<file path="src/inc/tc_pkg.sv">
// ----------------------------------------------------------------------
// Timer16 shared constants
// ----------------------------------------------------------------------
package tc_pkg;
	// I/O register offsets on the 8-bit core bus
	localparam logic [5:0] TC_ADR_CAP_LO = 6'h24;
	localparam logic [5:0] TC_ADR_CAP_HI = 6'h25;
	localparam logic [5:0] TC_ADR_CMPB_LO = 6'h28;
	localparam logic [5:0] TC_ADR_CMPB_HI = 6'h29;
	localparam logic [5:0] TC_ADR_CMPA_LO = 6'h2a;
	localparam logic [5:0] TC_ADR_CMPA_HI = 6'h2b;
	localparam logic [5:0] TC_ADR_CNT_LO = 6'h2c;
	localparam logic [5:0] TC_ADR_CNT_HI = 6'h2d;
	localparam logic [5:0] TC_ADR_CTRL_B = 6'h2e;
	localparam logic [5:0] TC_ADR_CTRL_A = 6'h2f;
	localparam logic [5:0] TC_ADR_FLAGS = 6'h38;
	localparam logic [5:0] TC_ADR_IRQ_EN = 6'h39;

	// Writable bit masks, reserved bits read zero
	localparam logic [7:0] TC_CTRL_A_MASK = 8'hf3;
	localparam logic [7:0] TC_CTRL_B_MASK = 8'hc7;

	// Field positions
	localparam int TC_MODE_A_POS = 6;
	localparam int TC_MODE_B_POS = 4;
	localparam int TC_PWM_SEL_POS = 0;
	localparam int TC_FILT_POS = 7;
	localparam int TC_EDGE_POS = 6;
	localparam int TC_CS_POS = 0;
	localparam int TC_FLG_OVF = 0;
	localparam int TC_FLG_CMPA = 1;
	localparam int TC_FLG_CMPB = 2;
	localparam int TC_FLG_CAP = 3;

	// Reset values
	localparam logic [7:0] TC_RST_BYTE = 8'h00;
	localparam logic [15:0] TC_RST_WORD = 16'h0000;

	// PWM ceilings per resolution
	localparam logic [15:0] TC_TOP_8 = 16'h00ff;
	localparam logic [15:0] TC_TOP_9 = 16'h01ff;
	localparam logic [15:0] TC_TOP_10 = 16'h03ff;

	// Clock select codes
	localparam logic [2:0] TC_CS_STOP = 3'h0;
	localparam logic [2:0] TC_CS_DIV1 = 3'h1;
	localparam logic [2:0] TC_CS_DIV8 = 3'h2;
	localparam logic [2:0] TC_CS_DIV64 = 3'h3;
	localparam logic [2:0] TC_CS_DIV256 = 3'h4;
	localparam logic [2:0] TC_CS_DIV1024 = 3'h5;
	localparam logic [2:0] TC_CS_EXT_FALL = 3'h6;

	// Capture filter depth in main clock samples
	localparam int TC_FILT_LEN = 4;
endpackage : tc_pkg

</file>
<file path="src/hw/tc_pin_cond.sv">
`timescale 1ns/1ps
// ----------------------------------------------------------------------
// Pin conditioner: synchroniser, optional filter, edge detector
// ----------------------------------------------------------------------
module tc_pin_cond import tc_pkg::*; #(
	parameter int FILT_LEN = TC_FILT_LEN
) (
	input wire logic clk_i,
	input wire logic rst_i,
	input wire logic ce_i,
	input wire logic pin_i,
	input wire logic rise_sel_i,
	input wire logic filt_en_i,
	output logic event_o
);
	typedef struct packed {
		logic s1;
		logic s2;
		logic [FILT_LEN-1:0] hist;
		logic lvl;
		logic ev;
	} tc_pin_s;

	tc_pin_s st_r;
	tc_pin_s st_nxt;

	// Filtered level follows the pin only after FILT_LEN equal samples
	always_comb begin
		st_nxt = st_r;
		st_nxt.s1 = pin_i;
		st_nxt.s2 = st_r.s1;
		st_nxt.hist = {st_r.hist[FILT_LEN-2:0], st_r.s2};
		if (!filt_en_i) begin
			st_nxt.lvl = st_r.s2;
		end else if (&st_nxt.hist) begin
			st_nxt.lvl = 1'b1;
		end else if (~|st_nxt.hist) begin
			st_nxt.lvl = 1'b0;
		end
		// Edge of the chosen polarity on the conditioned level
		st_nxt.ev = (st_nxt.lvl != st_r.lvl) && (st_nxt.lvl == rise_sel_i);
	end

	// Single state register, frozen while the clock enable is low
	always_ff @(posedge clk_i or posedge rst_i) begin
		if (rst_i) begin
			st_r <= '0;
		end else if (ce_i) begin
			st_r <= st_nxt;
		end
	end

	assign event_o = st_r.ev;
endmodule : tc_pin_cond

</file>
<file path="src/hw/tc_timer16.sv">
`timescale 1ns/1ps
module tc_timer16 import tc_pkg::*; #(
	parameter int PSC_W = 10
) (
	input wire logic clk_i,
	input wire logic rst_i,
	input wire logic ce_i,
	input wire logic [5:0] addr_i,
	input wire logic [7:0] wdata_i,
	input wire logic wr_i,
	input wire logic rd_i,
	input wire logic gie_i,
	input wire logic [3:0] irq_ack_i,
	input wire logic capture_pin_i,
	input wire logic ext_clk_pin_i,
	output logic [7:0] rdata_o,
	output logic irq_ovf_o,
	output logic irq_cmp_a_o,
	output logic irq_cmp_b_o,
	output logic irq_cap_o,
	output logic wave_out_a_o,
	output logic wave_out_a_en_o,
	output logic wave_out_b_o,
	output logic wave_out_b_en_o
);
	// ------------------------------------------------------------------
	// State
	// ------------------------------------------------------------------
	typedef struct packed {
		logic [15:0] cnt;
		logic [15:0] cmp_a;
		logic [15:0] cmp_b;
		logic [9:0] act_a;
		logic [9:0] act_b;
		logic [15:0] cap;
		logic [7:0] temp;
		logic [7:0] ctrl_a;
		logic [7:0] ctrl_b;
		logic [3:0] flg;
		logic [3:0] irq_en;
		logic [3:0] irq;
		logic [PSC_W-1:0] psc;
		logic down;
		logic m_a;
		logic m_b;
		logic wave_a;
		logic wave_b;
		logic en_a;
		logic en_b;
		logic [7:0] rdata;
	} tc_state_s;

	tc_state_s st_r;
	tc_state_s st_nxt;
	logic cap_ev;
	logic ext_ev;

	// ------------------------------------------------------------------
	// Helpers
	// ------------------------------------------------------------------
	// Ceiling for the selected resolution
	function automatic logic [15:0] top_of(input logic [1:0] sel);
		case (sel)
			2'h1: top_of = TC_TOP_8;
			2'h2: top_of = TC_TOP_9;
			default: top_of = TC_TOP_10;
		endcase
	endfunction : top_of

	// Next PWM pin level for one channel
	function automatic logic pwm_lvl(input logic [1:0] mode,
		input logic [9:0] act, input logic [15:0] nc,
		input logic [15:0] top, input logic up, input logic hit,
		input logic cur);
		if (act == 10'h000) begin
			pwm_lvl = mode[0];
		end else if ({6'h00, act} == top) begin
			pwm_lvl = ~mode[0];
		end else if (hit && nc == {6'h00, act}) begin
			pwm_lvl = up ? mode[0] : ~mode[0];
		end else begin
			pwm_lvl = cur;
		end
	endfunction : pwm_lvl

	// ------------------------------------------------------------------
	// Pin conditioning
	// ------------------------------------------------------------------
	tc_pin_cond #(
		.FILT_LEN(TC_FILT_LEN)
	) u_cap_pin (
		.clk_i(clk_i),
		.rst_i(rst_i),
		.ce_i(ce_i),
		.pin_i(capture_pin_i),
		.rise_sel_i(st_r.ctrl_b[TC_EDGE_POS]),
		.filt_en_i(st_r.ctrl_b[TC_FILT_POS]),
		.event_o(cap_ev)
	);

	// External count clock: no filter, edge by the low select bit
	tc_pin_cond #(
		.FILT_LEN(TC_FILT_LEN)
	) u_ext_pin (
		.clk_i(clk_i),
		.rst_i(rst_i),
		.ce_i(ce_i),
		.pin_i(ext_clk_pin_i),
		.rise_sel_i(st_r.ctrl_b[TC_CS_POS]),
		.filt_en_i(1'b0),
		.event_o(ext_ev)
	);

	// ------------------------------------------------------------------
	// Next state
	// ------------------------------------------------------------------
	always_comb begin
		logic [2:0] cs;
		logic [1:0] psel;
		logic pwm;
		logic [15:0] top;
		logic tick;
		logic [15:0] nc;
		logic up;
		logic [3:0] f;
		tick = 1'b0;
		f = st_r.flg;
		cs = st_r.ctrl_b[TC_CS_POS +: 3];
		psel = st_r.ctrl_a[TC_PWM_SEL_POS +: 2];
		pwm = (psel != 2'h0);
		top = top_of(psel);
		nc = st_r.cnt;
		up = 1'b1;
		st_nxt = st_r;
		st_nxt.m_a = 1'b0;
		st_nxt.m_b = 1'b0;

		// Count clock selection; prescaler idles while stopped
		st_nxt.psc = (cs == TC_CS_STOP) ? '0 : st_r.psc + 1'b1;
		case (cs)
			TC_CS_STOP: tick = 1'b0;
			TC_CS_DIV1: tick = 1'b1;
			TC_CS_DIV8: tick = &st_r.psc[2:0];
			TC_CS_DIV64: tick = &st_r.psc[5:0];
			TC_CS_DIV256: tick = &st_r.psc[7:0];
			TC_CS_DIV1024: tick = &st_r.psc[9:0];
			default: tick = ext_ev;
		endcase

		// Counter stepping; only a tick can produce a match
		if (tick) begin
			if (!pwm) begin
				nc = st_r.cnt + 16'h0001;
				st_nxt.down = 1'b0;
			end else if (!st_r.down) begin
				if (st_r.cnt >= top) begin
					nc = st_r.cnt - 16'h0001;
					st_nxt.down = 1'b1;
					up = 1'b0;
				end else begin
					nc = st_r.cnt + 16'h0001;
				end
			end else begin
				if (st_r.cnt == 16'h0000) begin
					nc = 16'h0001;
					st_nxt.down = 1'b0;
				end else begin
					nc = st_r.cnt - 16'h0001;
					up = 1'b0;
				end
			end
			st_nxt.cnt = nc;
			if (pwm) begin
				st_nxt.m_a = (nc == {6'h00, st_r.act_a});
				st_nxt.m_b = (nc == {6'h00, st_r.act_b});
			end else begin
				st_nxt.m_a = (nc == st_r.cmp_a);
				st_nxt.m_b = (nc == st_r.cmp_b);
			end
		end
		if (!pwm) begin
			st_nxt.down = 1'b0;
		end

		// Active compare values: live outside PWM, latched at ceiling
		if (!pwm) begin
			st_nxt.act_a = st_r.cmp_a[9:0];
			st_nxt.act_b = st_r.cmp_b[9:0];
		end else if (tick && nc == top) begin
			st_nxt.act_a = st_r.cmp_a[9:0];
			st_nxt.act_b = st_r.cmp_b[9:0];
		end

		// Waveform pins; non-PWM compare actions are not built
		st_nxt.en_a = pwm && st_r.ctrl_a[TC_MODE_A_POS + 1];
		st_nxt.en_b = pwm && st_r.ctrl_a[TC_MODE_B_POS + 1];
		if (st_nxt.en_a) begin
			st_nxt.wave_a = pwm_lvl(st_r.ctrl_a[TC_MODE_A_POS +: 2],
				st_r.act_a, nc, top, up, tick, st_r.wave_a);
		end else begin
			st_nxt.wave_a = 1'b0;
		end
		if (st_nxt.en_b) begin
			st_nxt.wave_b = pwm_lvl(st_r.ctrl_a[TC_MODE_B_POS +: 2],
				st_r.act_b, nc, top, up, tick, st_r.wave_b);
		end else begin
			st_nxt.wave_b = 1'b0;
		end

		// Capture copies the live count in the same cycle as its flag
		if (cap_ev) begin
			st_nxt.cap = st_r.cnt;
		end

		// Register reads; count and capture low-byte reads stage the high byte
		if (rd_i) begin
			case (addr_i)
				TC_ADR_CNT_LO: begin
					st_nxt.rdata = st_r.cnt[7:0];
					st_nxt.temp = st_r.cnt[15:8];
				end
				TC_ADR_CNT_HI: st_nxt.rdata = st_r.temp;
				TC_ADR_CAP_LO: begin
					st_nxt.rdata = st_r.cap[7:0];
					st_nxt.temp = st_r.cap[15:8];
				end
				TC_ADR_CAP_HI: st_nxt.rdata = st_r.temp;
				TC_ADR_CMPA_LO: st_nxt.rdata = st_r.cmp_a[7:0];
				TC_ADR_CMPA_HI: st_nxt.rdata = st_r.cmp_a[15:8];
				TC_ADR_CMPB_LO: st_nxt.rdata = st_r.cmp_b[7:0];
				TC_ADR_CMPB_HI: st_nxt.rdata = st_r.cmp_b[15:8];
				TC_ADR_CTRL_A: st_nxt.rdata = st_r.ctrl_a;
				TC_ADR_CTRL_B: st_nxt.rdata = st_r.ctrl_b;
				TC_ADR_FLAGS: st_nxt.rdata = {4'h0, st_r.flg};
				TC_ADR_IRQ_EN: st_nxt.rdata = {4'h0, st_r.irq_en};
				default: st_nxt.rdata = TC_RST_BYTE;
			endcase
		end

		// Register writes; a count preset overrides a same-cycle tick
		if (wr_i) begin
			case (addr_i)
				TC_ADR_CNT_HI: st_nxt.temp = wdata_i;
				TC_ADR_CMPA_HI: st_nxt.temp = wdata_i;
				TC_ADR_CMPB_HI: st_nxt.temp = wdata_i;
				TC_ADR_CNT_LO: begin
					st_nxt.cnt = {st_r.temp, wdata_i};
					st_nxt.m_a = 1'b0;
					st_nxt.m_b = 1'b0;
				end
				TC_ADR_CMPA_LO: st_nxt.cmp_a = {st_r.temp, wdata_i};
				TC_ADR_CMPB_LO: st_nxt.cmp_b = {st_r.temp, wdata_i};
				TC_ADR_CTRL_A: st_nxt.ctrl_a = wdata_i & TC_CTRL_A_MASK;
				TC_ADR_CTRL_B: st_nxt.ctrl_b = wdata_i & TC_CTRL_B_MASK;
				TC_ADR_FLAGS: f = f & ~wdata_i[3:0];
				TC_ADR_IRQ_EN: st_nxt.irq_en = wdata_i[3:0];
				default: ;
			endcase
		end

		// Flags: clears first, then events, so a set is never lost
		f = f & ~irq_ack_i;
		if (tick && !pwm && st_r.cnt == 16'hffff) begin
			f[TC_FLG_OVF] = 1'b1;
		end
		if (tick && pwm && st_r.down && st_r.cnt == 16'h0000) begin
			f[TC_FLG_OVF] = 1'b1;
		end
		if (st_r.m_a) begin
			f[TC_FLG_CMPA] = 1'b1;
		end
		if (st_r.m_b) begin
			f[TC_FLG_CMPB] = 1'b1;
		end
		if (cap_ev) begin
			f[TC_FLG_CAP] = 1'b1;
		end
		st_nxt.flg = f;
		st_nxt.irq = f & st_nxt.irq_en & {4{gie_i}};
	end

	// ------------------------------------------------------------------
	// State register
	// ------------------------------------------------------------------
	// Everything resets to zero: outputs low and disconnected
	always_ff @(posedge clk_i or posedge rst_i) begin
		if (rst_i) begin
			st_r <= '0;
		end else if (ce_i) begin
			st_r <= st_nxt;
		end
	end

	assign rdata_o = st_r.rdata;
	assign irq_ovf_o = st_r.irq[TC_FLG_OVF];
	assign irq_cmp_a_o = st_r.irq[TC_FLG_CMPA];
	assign irq_cmp_b_o = st_r.irq[TC_FLG_CMPB];
	assign irq_cap_o = st_r.irq[TC_FLG_CAP];
	assign wave_out_a_o = st_r.wave_a;
	assign wave_out_a_en_o = st_r.en_a;
	assign wave_out_b_o = st_r.wave_b;
	assign wave_out_b_en_o = st_r.en_b;
endmodule : tc_timer16

</file>
<file path="config.mk">
export PLATFORM = sky130hd
export DESIGN_NAME = tc_timer16
export DESIGN_NICKNAME = d
export VERILOG_FILES = /design/src/inc/tc_pkg.sv /design/src/hw/tc_pin_cond.sv /design/src/hw/tc_timer16.sv
export SDC_FILE = /design/constraint.sdc
export NUM_CORES = 1
export LEC_CHECK = 0
export BUFFER_PORTS_ARGS = -buffer_cell sky130_fd_sc_hd__buf_2
export CAP_MARGIN = 20
export CORE_ASPECT_RATIO = 0.9
export CORE_MARGIN = 1
export CORE_UTILIZATION = 30
export DETAILED_ROUTE_END_ITERATION = 12
export SLEW_MARGIN = 5
export SYNTH_ARGS = -nofsm -noshare
export SYNTH_HDL_FRONTEND = slang
export SYNTH_SLANG_ARGS = --single-unit
</file>
<file path="constraint.sdc">
create_clock -name clk_i -period 5.2 [get_ports clk_i]
set_input_delay 0.26 -clock clk_i [delete_from_list [all_inputs] [get_ports clk_i]]
set_output_delay 0.26 -clock clk_i [all_outputs]
set_load 0.005 [all_outputs]
</file>
==> reports/qor.txt, run 1 <==
syn_area_per_cell -> 9.55 µm²
Multi-input gate area -> 5530 µm²
Worst Setup SP -> st_r[129]
Worst R2R Start -> st_r[129]
GRT overflow -> 0
clock period minus worst slack -> 4.65 ns
dominant synthesized flop cell -> dfrtp_1
total track usage -> 0.213
Pins Over Slew Limit -> 0
most common cell after layout, fill and taps aside -> dfrtp_1
Worst VDD drop -> 0.279 mV
Relative slew margins -> 0.322
Area after DPL -> 10,300 µm²
Power Total -> 4100 µW
post-route ant nets -> 0
Clock Tree Buf Depth -> 2
Worst Tran Pin Value -> 1.01 ns
total vias in the final route -> 8,709
layout cells sized above 1 -> 0.203
cells on worst reg2reg path -> 11
Initial Util -> 0.306
Area Overhead vs Synth -> 11.4%
largest net degree at the start of global routing -> 94
Die X -> 192 µm
TritonCTS clock tree -> yes
Critical Path Source Type -> register
die height -> 173 µm
Num Clock Sinks -> 151
HPWL Detailed -> 24,900 µm
Filler cells -> 3,237
final hold vios -> 0
Leak -> 0.00458 µW
top cells by area, synth -> dfrtp_1 39%, mux2_2 9.3%, nor2_1 3.2%
unrepaired setup endpoints after global routing -> no
maximum fanout along the worst path -> 20
die area -> 33,300 µm²
Synth Net Count -> 1,058
reg2reg end -> st_r[88]
final core utilization -> 0.340
WL/cell -> 24.3 µm
CP max-delay cell -> dfrtp_1
leading cell types in the layout, fill and taps excluded -> 151 x dfrtp_1, 83 x nor2_1, 81 x mux2_2, 79 x nand2_1, 62 x a21oi_1
Design Area, Final -> 10,900 µm²
CORE AREA -> 32,000 µm²
f_max -> 0.215 GHz
vias in the first global route -> 8,172
first-pass GRT wire length -> 52,700 µm
WP data arrival -> 4.96 ns
Yosys reg bits -> 151
Inserted Clock Buffers -> 17
Worst EP required -> 5.51 ns
Initial DRT Pass Iterations -> 6
register area share after synthesis -> 0.387
Yosys cell types -> 82
final setup fails -> 0
clock-pin slew on the worst setup and hold paths -> 0.06 ns
vias per cell -> 6.01
crit-path max cell delay -> 0.74 ns
r2r setup slk -> 0.55 ns
run status -> completed
initial antenna violation count -> 0
RePlAce Congestion -> 0.972
Post-Syn Area -> 9770 µm²
Nets -> 1,056
cell count after synthesis -> 1,023
Setup CP Type -> reg -> reg
Crit. path cell count -> 11
routed wire length -> 35,100 µm
DRC Markers -> 0
FFs w/ async S/R, synth -> 1.00
register area -> 3780 µm²
Synth area leader -> dfrtp_1
Post-CTS Setup Inserts -> 0
CP top delay family -> compound AO/OA/AOI/OAI gates
EDFF count, synth -> 0
hold buffer count at cts -> 0
port bufs -> 41
Setup crit end kind -> register
final hold slack -> 0.0155 ns
Clock Latency Late Sink -> 0.43 ns
# H-tree levels -> 4
post-synth top area share -> 0.387
row cnt -> 62
worst-path cell chain -> ha_1 > and3_1 > a31oi_1 > a21oi_2 > mux2_4 > a22o_1 > o31ai_1 > o2111ai_1 > o22ai_2 > buf_4 > mux2_1
ANT cells -> 0
root buffer cell -> clkbuf_16
Gates resized, CTS repair -> 0
Top Ports -> 42
part of the cycle the worst path needs -> 0.894
final clock skew -> 0.00843 ns
Critical path buffers and inverters -> 1
initial DRC count -> 1,058
Setup TNS -> 0 ns
YS warnings -> 0
MaxCap Viol Count -> 0
worst hold path type -> in -> async
Power Dens Cells -> 376 nW/µm²
==> flip-flops by register name (all words and copies together) (netlist names), 2 cells and up <==
signal,cells
rdata_o,8
u_cap_pin.st_nxt,5
u_ext_pin.st_nxt,2
st_r,124
==> cell type report <==
| type | instances | share of cell area |
|---|---|---|
| Multi-Input combinational cell | 764 | 0.508 |
| Sequential cell | 151 | 0.347 |
| Tap cell | 416 | 0.0478 |
| Clock buffer | 22 | 0.0436 |
| Timing Repair Buffer | 68 | 0.0375 |
| Clock inverter | 8 | 0.00908 |
| Inverter | 19 | 0.00701 |
==> metrics by stage <==
step / std cells / setup slack (ns)
6_report: 1448 / 0.549
5_1_grt: 1448 / 0.358
4_1_cts: 1446 / 0.664
3_5_place_dp: 1416 / 0.670
3_3_place_gp: 1416 / 0.782
2_1_floorplan: 1023 / 0.875
==> report_power, final <==
group	internal, µW	total (µW)	switching (µW)
registers	1350	1650	301
clock network	737	1220	479
logic	500	1230	731
==> routing by layer <==
metal,up-vias,GRT usage,part of all wire
met1,4345,0.307,0.44
met3,58,0.0532,0.10
met5,-,0,0
li1,3781,-,-
met2,525,0.312,0.44
met4,0,0.0584,0.019
==> worst register-to-register path: cells and delay by family, from the launching register on <==
family                   cells  cell delay (ns)
buffers and inverters        1             0.30
AO/OA/AOI/OAI                6             2.08
AND/OR/NAND/NOR              1             0.36
multiplexers                 2             0.72
adder cells (fa/ha/maj)      1             0.33
flip-flops                   1             0.74
==> kinds of logic after synthesis <==
family,share of synthesized area
simple gates,0.153
xor+xnor,0.0528
flops,0.387
buf+inv,0.0484
compound gates,0.177
fa+ha+maj,0.0115
mux,0.170
==> Yosys cell counts (all sizes together) (17+ instances only) <==
library cell	count
inv	17
nand3	24
nor3	25
nand2	79
dfrtp	151
mux2i	28
clkbuf	59
mux2	104
a21oi	64
nor2	83
nand4	22
o21ai	57
buf	30
xor2	26
xnor2	32
==> worst max-delay path by stage <==
stage / end / slack, ns
after floorplan: irq_cap_o / 0.88
after global placement: st_r[90] / 0.78
after detailed placement: st_r[88] / 0.67
after CTS: st_r[78] / 0.66
after global routing: st_r[90] / 0.36
final: st_r[88] / 0.55
(Power assumes the default switching activity.)
==> inputs of run 2 (changes only) <==
--- a/config.mk
+++ b/config.mk
@@ -5,6 +5,7 @@
 export SDC_FILE = /design/constraint.sdc
 export NUM_CORES = 1
 export LEC_CHECK = 0
+export ABC_AREA = 1
 export BUFFER_PORTS_ARGS = -buffer_cell sky130_fd_sc_hd__buf_2
 export CAP_MARGIN = 20
 export CORE_ASPECT_RATIO = 0.9
==> reports/qor.txt, run 2 <==
f_max -> 0.268 GHz (was 0.215 GHz)
Worst VDD drop -> 0.153 mV (was 0.279 mV)
Worst R2R Start -> st_r[46] (was st_r[129])
global-route layer with the greatest usage -> met2 (unchanged)
final setup fails -> 0 (unchanged)
MaxCap Viol Count -> 0 (unchanged)
failing checks -> negative hold slack
die area -> 33,900 µm² (was 33,300 µm²)
Initial Util -> 0.308 (was 0.306)
RePlAce Congestion -> 0.988 (was 0.972)
dpl cells -> 1,803 (was 1,416)
YS warnings -> 0 (unchanged)
CP endpoint -> st_r[88] (unchanged)
Die X -> 194 µm (was 192 µm)
Inserted Clock Buffers -> 17 (unchanged)
vias per cell -> 5.43 (was 6.01)
Clock Latency Late Sink -> 0.44 ns (was 0.43 ns)
Area Overhead vs Synth -> 10.1% (was 11.4%)
FFs w/ async S/R, synth -> 1.00 (unchanged)
cell count after synthesis -> 1,403 (was 1,023)
final clock skew -> 0.0134 ns (was 0.00843 ns)
# H-tree levels -> 4 (unchanged)
EDFF count, synth -> 0 (unchanged)
Crit. path cell count -> 20 (was 11)
Filler cells -> 3,498 (was 3,237)
final hold slack -> -0.0103 ns (was 0.0155 ns)
Nets -> 1,441 (was 1,056)
Setup CP Type -> reg -> reg (unchanged)
Pins Over Slew Limit -> 0 (unchanged)
CORE AREA -> 32,300 µm² (was 32,000 µm²)
post-route ant nets -> 0 (unchanged)
switch share -> 0.432 (was 0.369)
met2 GRT Util -> 0.338 (was 0.312)
Post-Syn Area -> 9940 µm² (was 9770 µm²)
register area share after synthesis -> 0.380 (was 0.387)
hold buffer count at cts -> 0 (unchanged)
Critical path buffers and inverters -> 1 (unchanged)
sequential power share -> 0.350 (was 0.403)
GRT overflow -> 0 (unchanged)
total vias in the final route -> 9,960 (was 8,709)
WP data arrival -> 4.06 ns (was 4.96 ns)
routed wire length -> 37,500 µm (was 35,100 µm)
initial antenna violation count -> 0 (unchanged)
Synth Net Count -> 1,438 (was 1,058)
clock share of power -> 0.299 (was 0.297)
total track usage -> 0.227 (was 0.213)
Net Sw Power -> 1920 µW (was 1510 µW)
Num Clock Sinks -> 151 (unchanged)
row cnt -> 62 (unchanged)
Most common cell on crit path -> nand2_1
CP top delay family -> simple AND/OR/NAND/NOR gates (was compound AO/OA/AOI/OAI gates)
cells on worst reg2reg path -> 20 (was 11)
Clock Tree Buf Depth -> 2 (unchanged)
Multi-input gate area -> 5230 µm² (was 5530 µm²)
post-synth top area share -> 0.380 (was 0.387)
crit-path max cell delay -> 0.40 ns (was 0.74 ns)
Power Dens Cells -> 406 nW/µm² (was 376 nW/µm²)
TritonCTS clock tree -> yes (unchanged)
Synth area leader -> dfrtp_1 (unchanged)
run status -> complete, but fails checks (was completed)
Gates resized, CTS repair -> 0 (unchanged)
HPWL Detailed -> 27,800 µm (was 24,900 µm)
die height -> 175 µm (was 173 µm)
Setup TNS -> 0 ns (unchanged)
clock-pin slew on the worst setup and hold paths -> 0.07 ns (was 0.06 ns)
maximum fanout along the worst path -> 21 (was 20)
Logic pwr share -> 0.351 (was 0.300)
part of the cycle the worst path needs -> 0.717 (was 0.894)
most common cell after layout, fill and taps aside -> nand2_1 (was dfrtp_1)
dominant synthesized flop cell -> dfrtp_1 (unchanged)
DRC Markers -> 0 (unchanged)
Setup crit end kind -> register (unchanged)
vias in the first global route -> 9,655 (was 8,172)
Initial DRT Pass Iterations -> 5 (was 6)
register area -> 3780 µm² (unchanged)
syn_area_per_cell -> 7.08 µm² (was 9.55 µm²)
Top reg by flops -> st_r (unchanged)
Synth top cells by count -> 437 x nand2_1, 154 x o21ai_0, 151 x dfrtp_1, 137 x inv_1, 100 x nor2_1 (was 151 x dfrtp_1, 83 x nor2_1, 81 x mux2_2, 79 x nand2_1, 62 x a21oi_1)
met1 Use GR -> 0.312 (was 0.307)
root buffer cell -> clkbuf_16 (unchanged)
Leak -> 0.00515 µW (was 0.00458 µW)
layout cells sized above 1 -> 0.103 (was 0.203)
fin cells -> 1,834 (was 1,448)
clock period minus worst slack -> 3.73 ns (was 4.65 ns)
reg2reg end -> st_r[88] (unchanged)
first-pass GRT wire length -> 58,200 µm (was 52,700 µm)
WL/cell -> 20.4 µm (was 24.3 µm)
Yosys reg bits -> 151 (unchanged)
max reg flops -> 124 (unchanged)
largest net degree at the start of global routing -> 92 (was 94)
Relative slew margins -> 0.326 (was 0.322)
r2r setup slk -> 1.47 ns (was 0.55 ns)
most numerous cell in the Yosys netlist -> nand2_1 (was dfrtp_1)
Worst EP required -> 5.53 ns (was 5.51 ns)
Worst Tran Pin Value -> 1.01 ns (about the same)
Yosys cell types -> 48 (was 82)
worst-path cell chain -> inv_1 > ha_2 > ha_1 > nand2_1 > nand3b_1 > nor2_2 > nand3_4 > nand2_4 > nand2_1 > nand3_1 > nand2_1 > nand2_1 > nand2_1 > nor2_1 > and2_1 > nand2_1 > nand2_4 > nand2_4 > nand2_1 > nand2_1 (was ha_1 > and3_1 > a31oi_1 > a21oi_2 > mux2_4 > a22o_1 > o31ai_1 > o2111ai_1 > o22ai_2 > buf_4 > mux2_1)
Critical Path Source Type -> register (unchanged)
ANT cells -> 0 (unchanged)
CP max-delay cell -> ha_2 (was dfrtp_1)
top cells by area, synth -> dfrtp_1 38%, nand2_1 17%, o21ai_0 7.8% (was dfrtp_1 39%, mux2_2 9.3%, nor2_1 3.2%)
leading cell types in the layout, fill and taps excluded -> 437 x nand2_1, 154 x o21ai_0, 151 x dfrtp_1, 136 x inv_1, 100 x nor2_1 (was 151 x dfrtp_1, 83 x nor2_1, 81 x mux2_2, 79 x nand2_1, 62 x a21oi_1)
Pint -> 2530 µW (was 2580 µW)
unrepaired setup endpoints after global routing -> no (unchanged)
Worst Setup SP -> st_r[46] (was st_r[129])
Post-CTS Setup Inserts -> 0 (unchanged)
initial DRC count -> 1,373 (was 1,058)
port bufs -> 41 (unchanged)
met3 GRT Util -> 0.0610 (was 0.0532)
final hold vios -> 12 (was 0)
worst hold path type -> in -> async (unchanged)
Top Ports -> 42 (unchanged)
[run 2: layer usage]
metal | routed length, µm | part of all wire | vias up
met5 | 0 | 0 | -
met3 | 3710 | 0.099 | 79
met2 | 15900 | 0.42 | 539
li1 | - | - | 4615
met4 | 1330 | 0.035 | 0
met1 | 16500 | 0.44 | 4727
[run 2: worst min path at each step]
stage	start	endpoint	cells after the start
6_report	rst_i	u_cap_pin.st_nxt[2]	2
5_1_grt	rst_i	u_cap_pin.st_nxt[2]	2
4_1_cts	rst_i	u_cap_pin.st_nxt[2]	2
3_5_place_dp	wave_out_a_o	wave_out_a_o	2
3_3_place_gp	wave_out_a_o	wave_out_a_o	2
2_1_floorplan	capture_pin_i	u_cap_pin.st_nxt[6]	2
[run 2: cells by family after synthesis]
kind of cell | synth area share
xor gates and xnor gates | 0.0273
buffers and inverters | 0.0943
AOI/OAI and AO/OA | 0.157
DFF | 0.380
adders and majority gates | 0.0113
and+or+nand+nor | 0.330
[run 2: area by class of cell]
cell class | count | share of cell area
Multi-Input combinational cell | 1042 | 0.478
Clock buffer | 17 | 0.0389
Sequential cell | 151 | 0.345
Clock inverter | 14 | 0.0166
Inverter | 147 | 0.0509
Tap cell | 416 | 0.0476
Timing Repair Buffer | 47 | 0.0231
[run 2: power groups by stage]
stage / Clock, µW / Sequential, µW / Combinational, µW
2_1_floorplan: 0 / 1470 / 1150
3_5_place_dp: 0 / 1570 / 1520
5_1_grt: 1380 / 1580 / 1730
4_1_cts: 1340 / 1550 / 1530
6_report: 1330 / 1560 / 1560
3_3_place_gp: 0 / 1570 / 1520
[run 2: through the flow]
stage | utilization | total power (µW) | area, µm² | setup slack [ns]
final | 0.339 | 4450 | 10900 | 1.47
after global placement | 0.320 | 3090 | 10300 | 1.67
after floorplan | - | 2620 | 9940 | 0.875
after CTS | 0.339 | 4420 | 10900 | 1.55
after detailed placement | 0.320 | 3090 | 10300 | 1.57
after global routing | 0.339 | 4680 | 10900 | 1.21
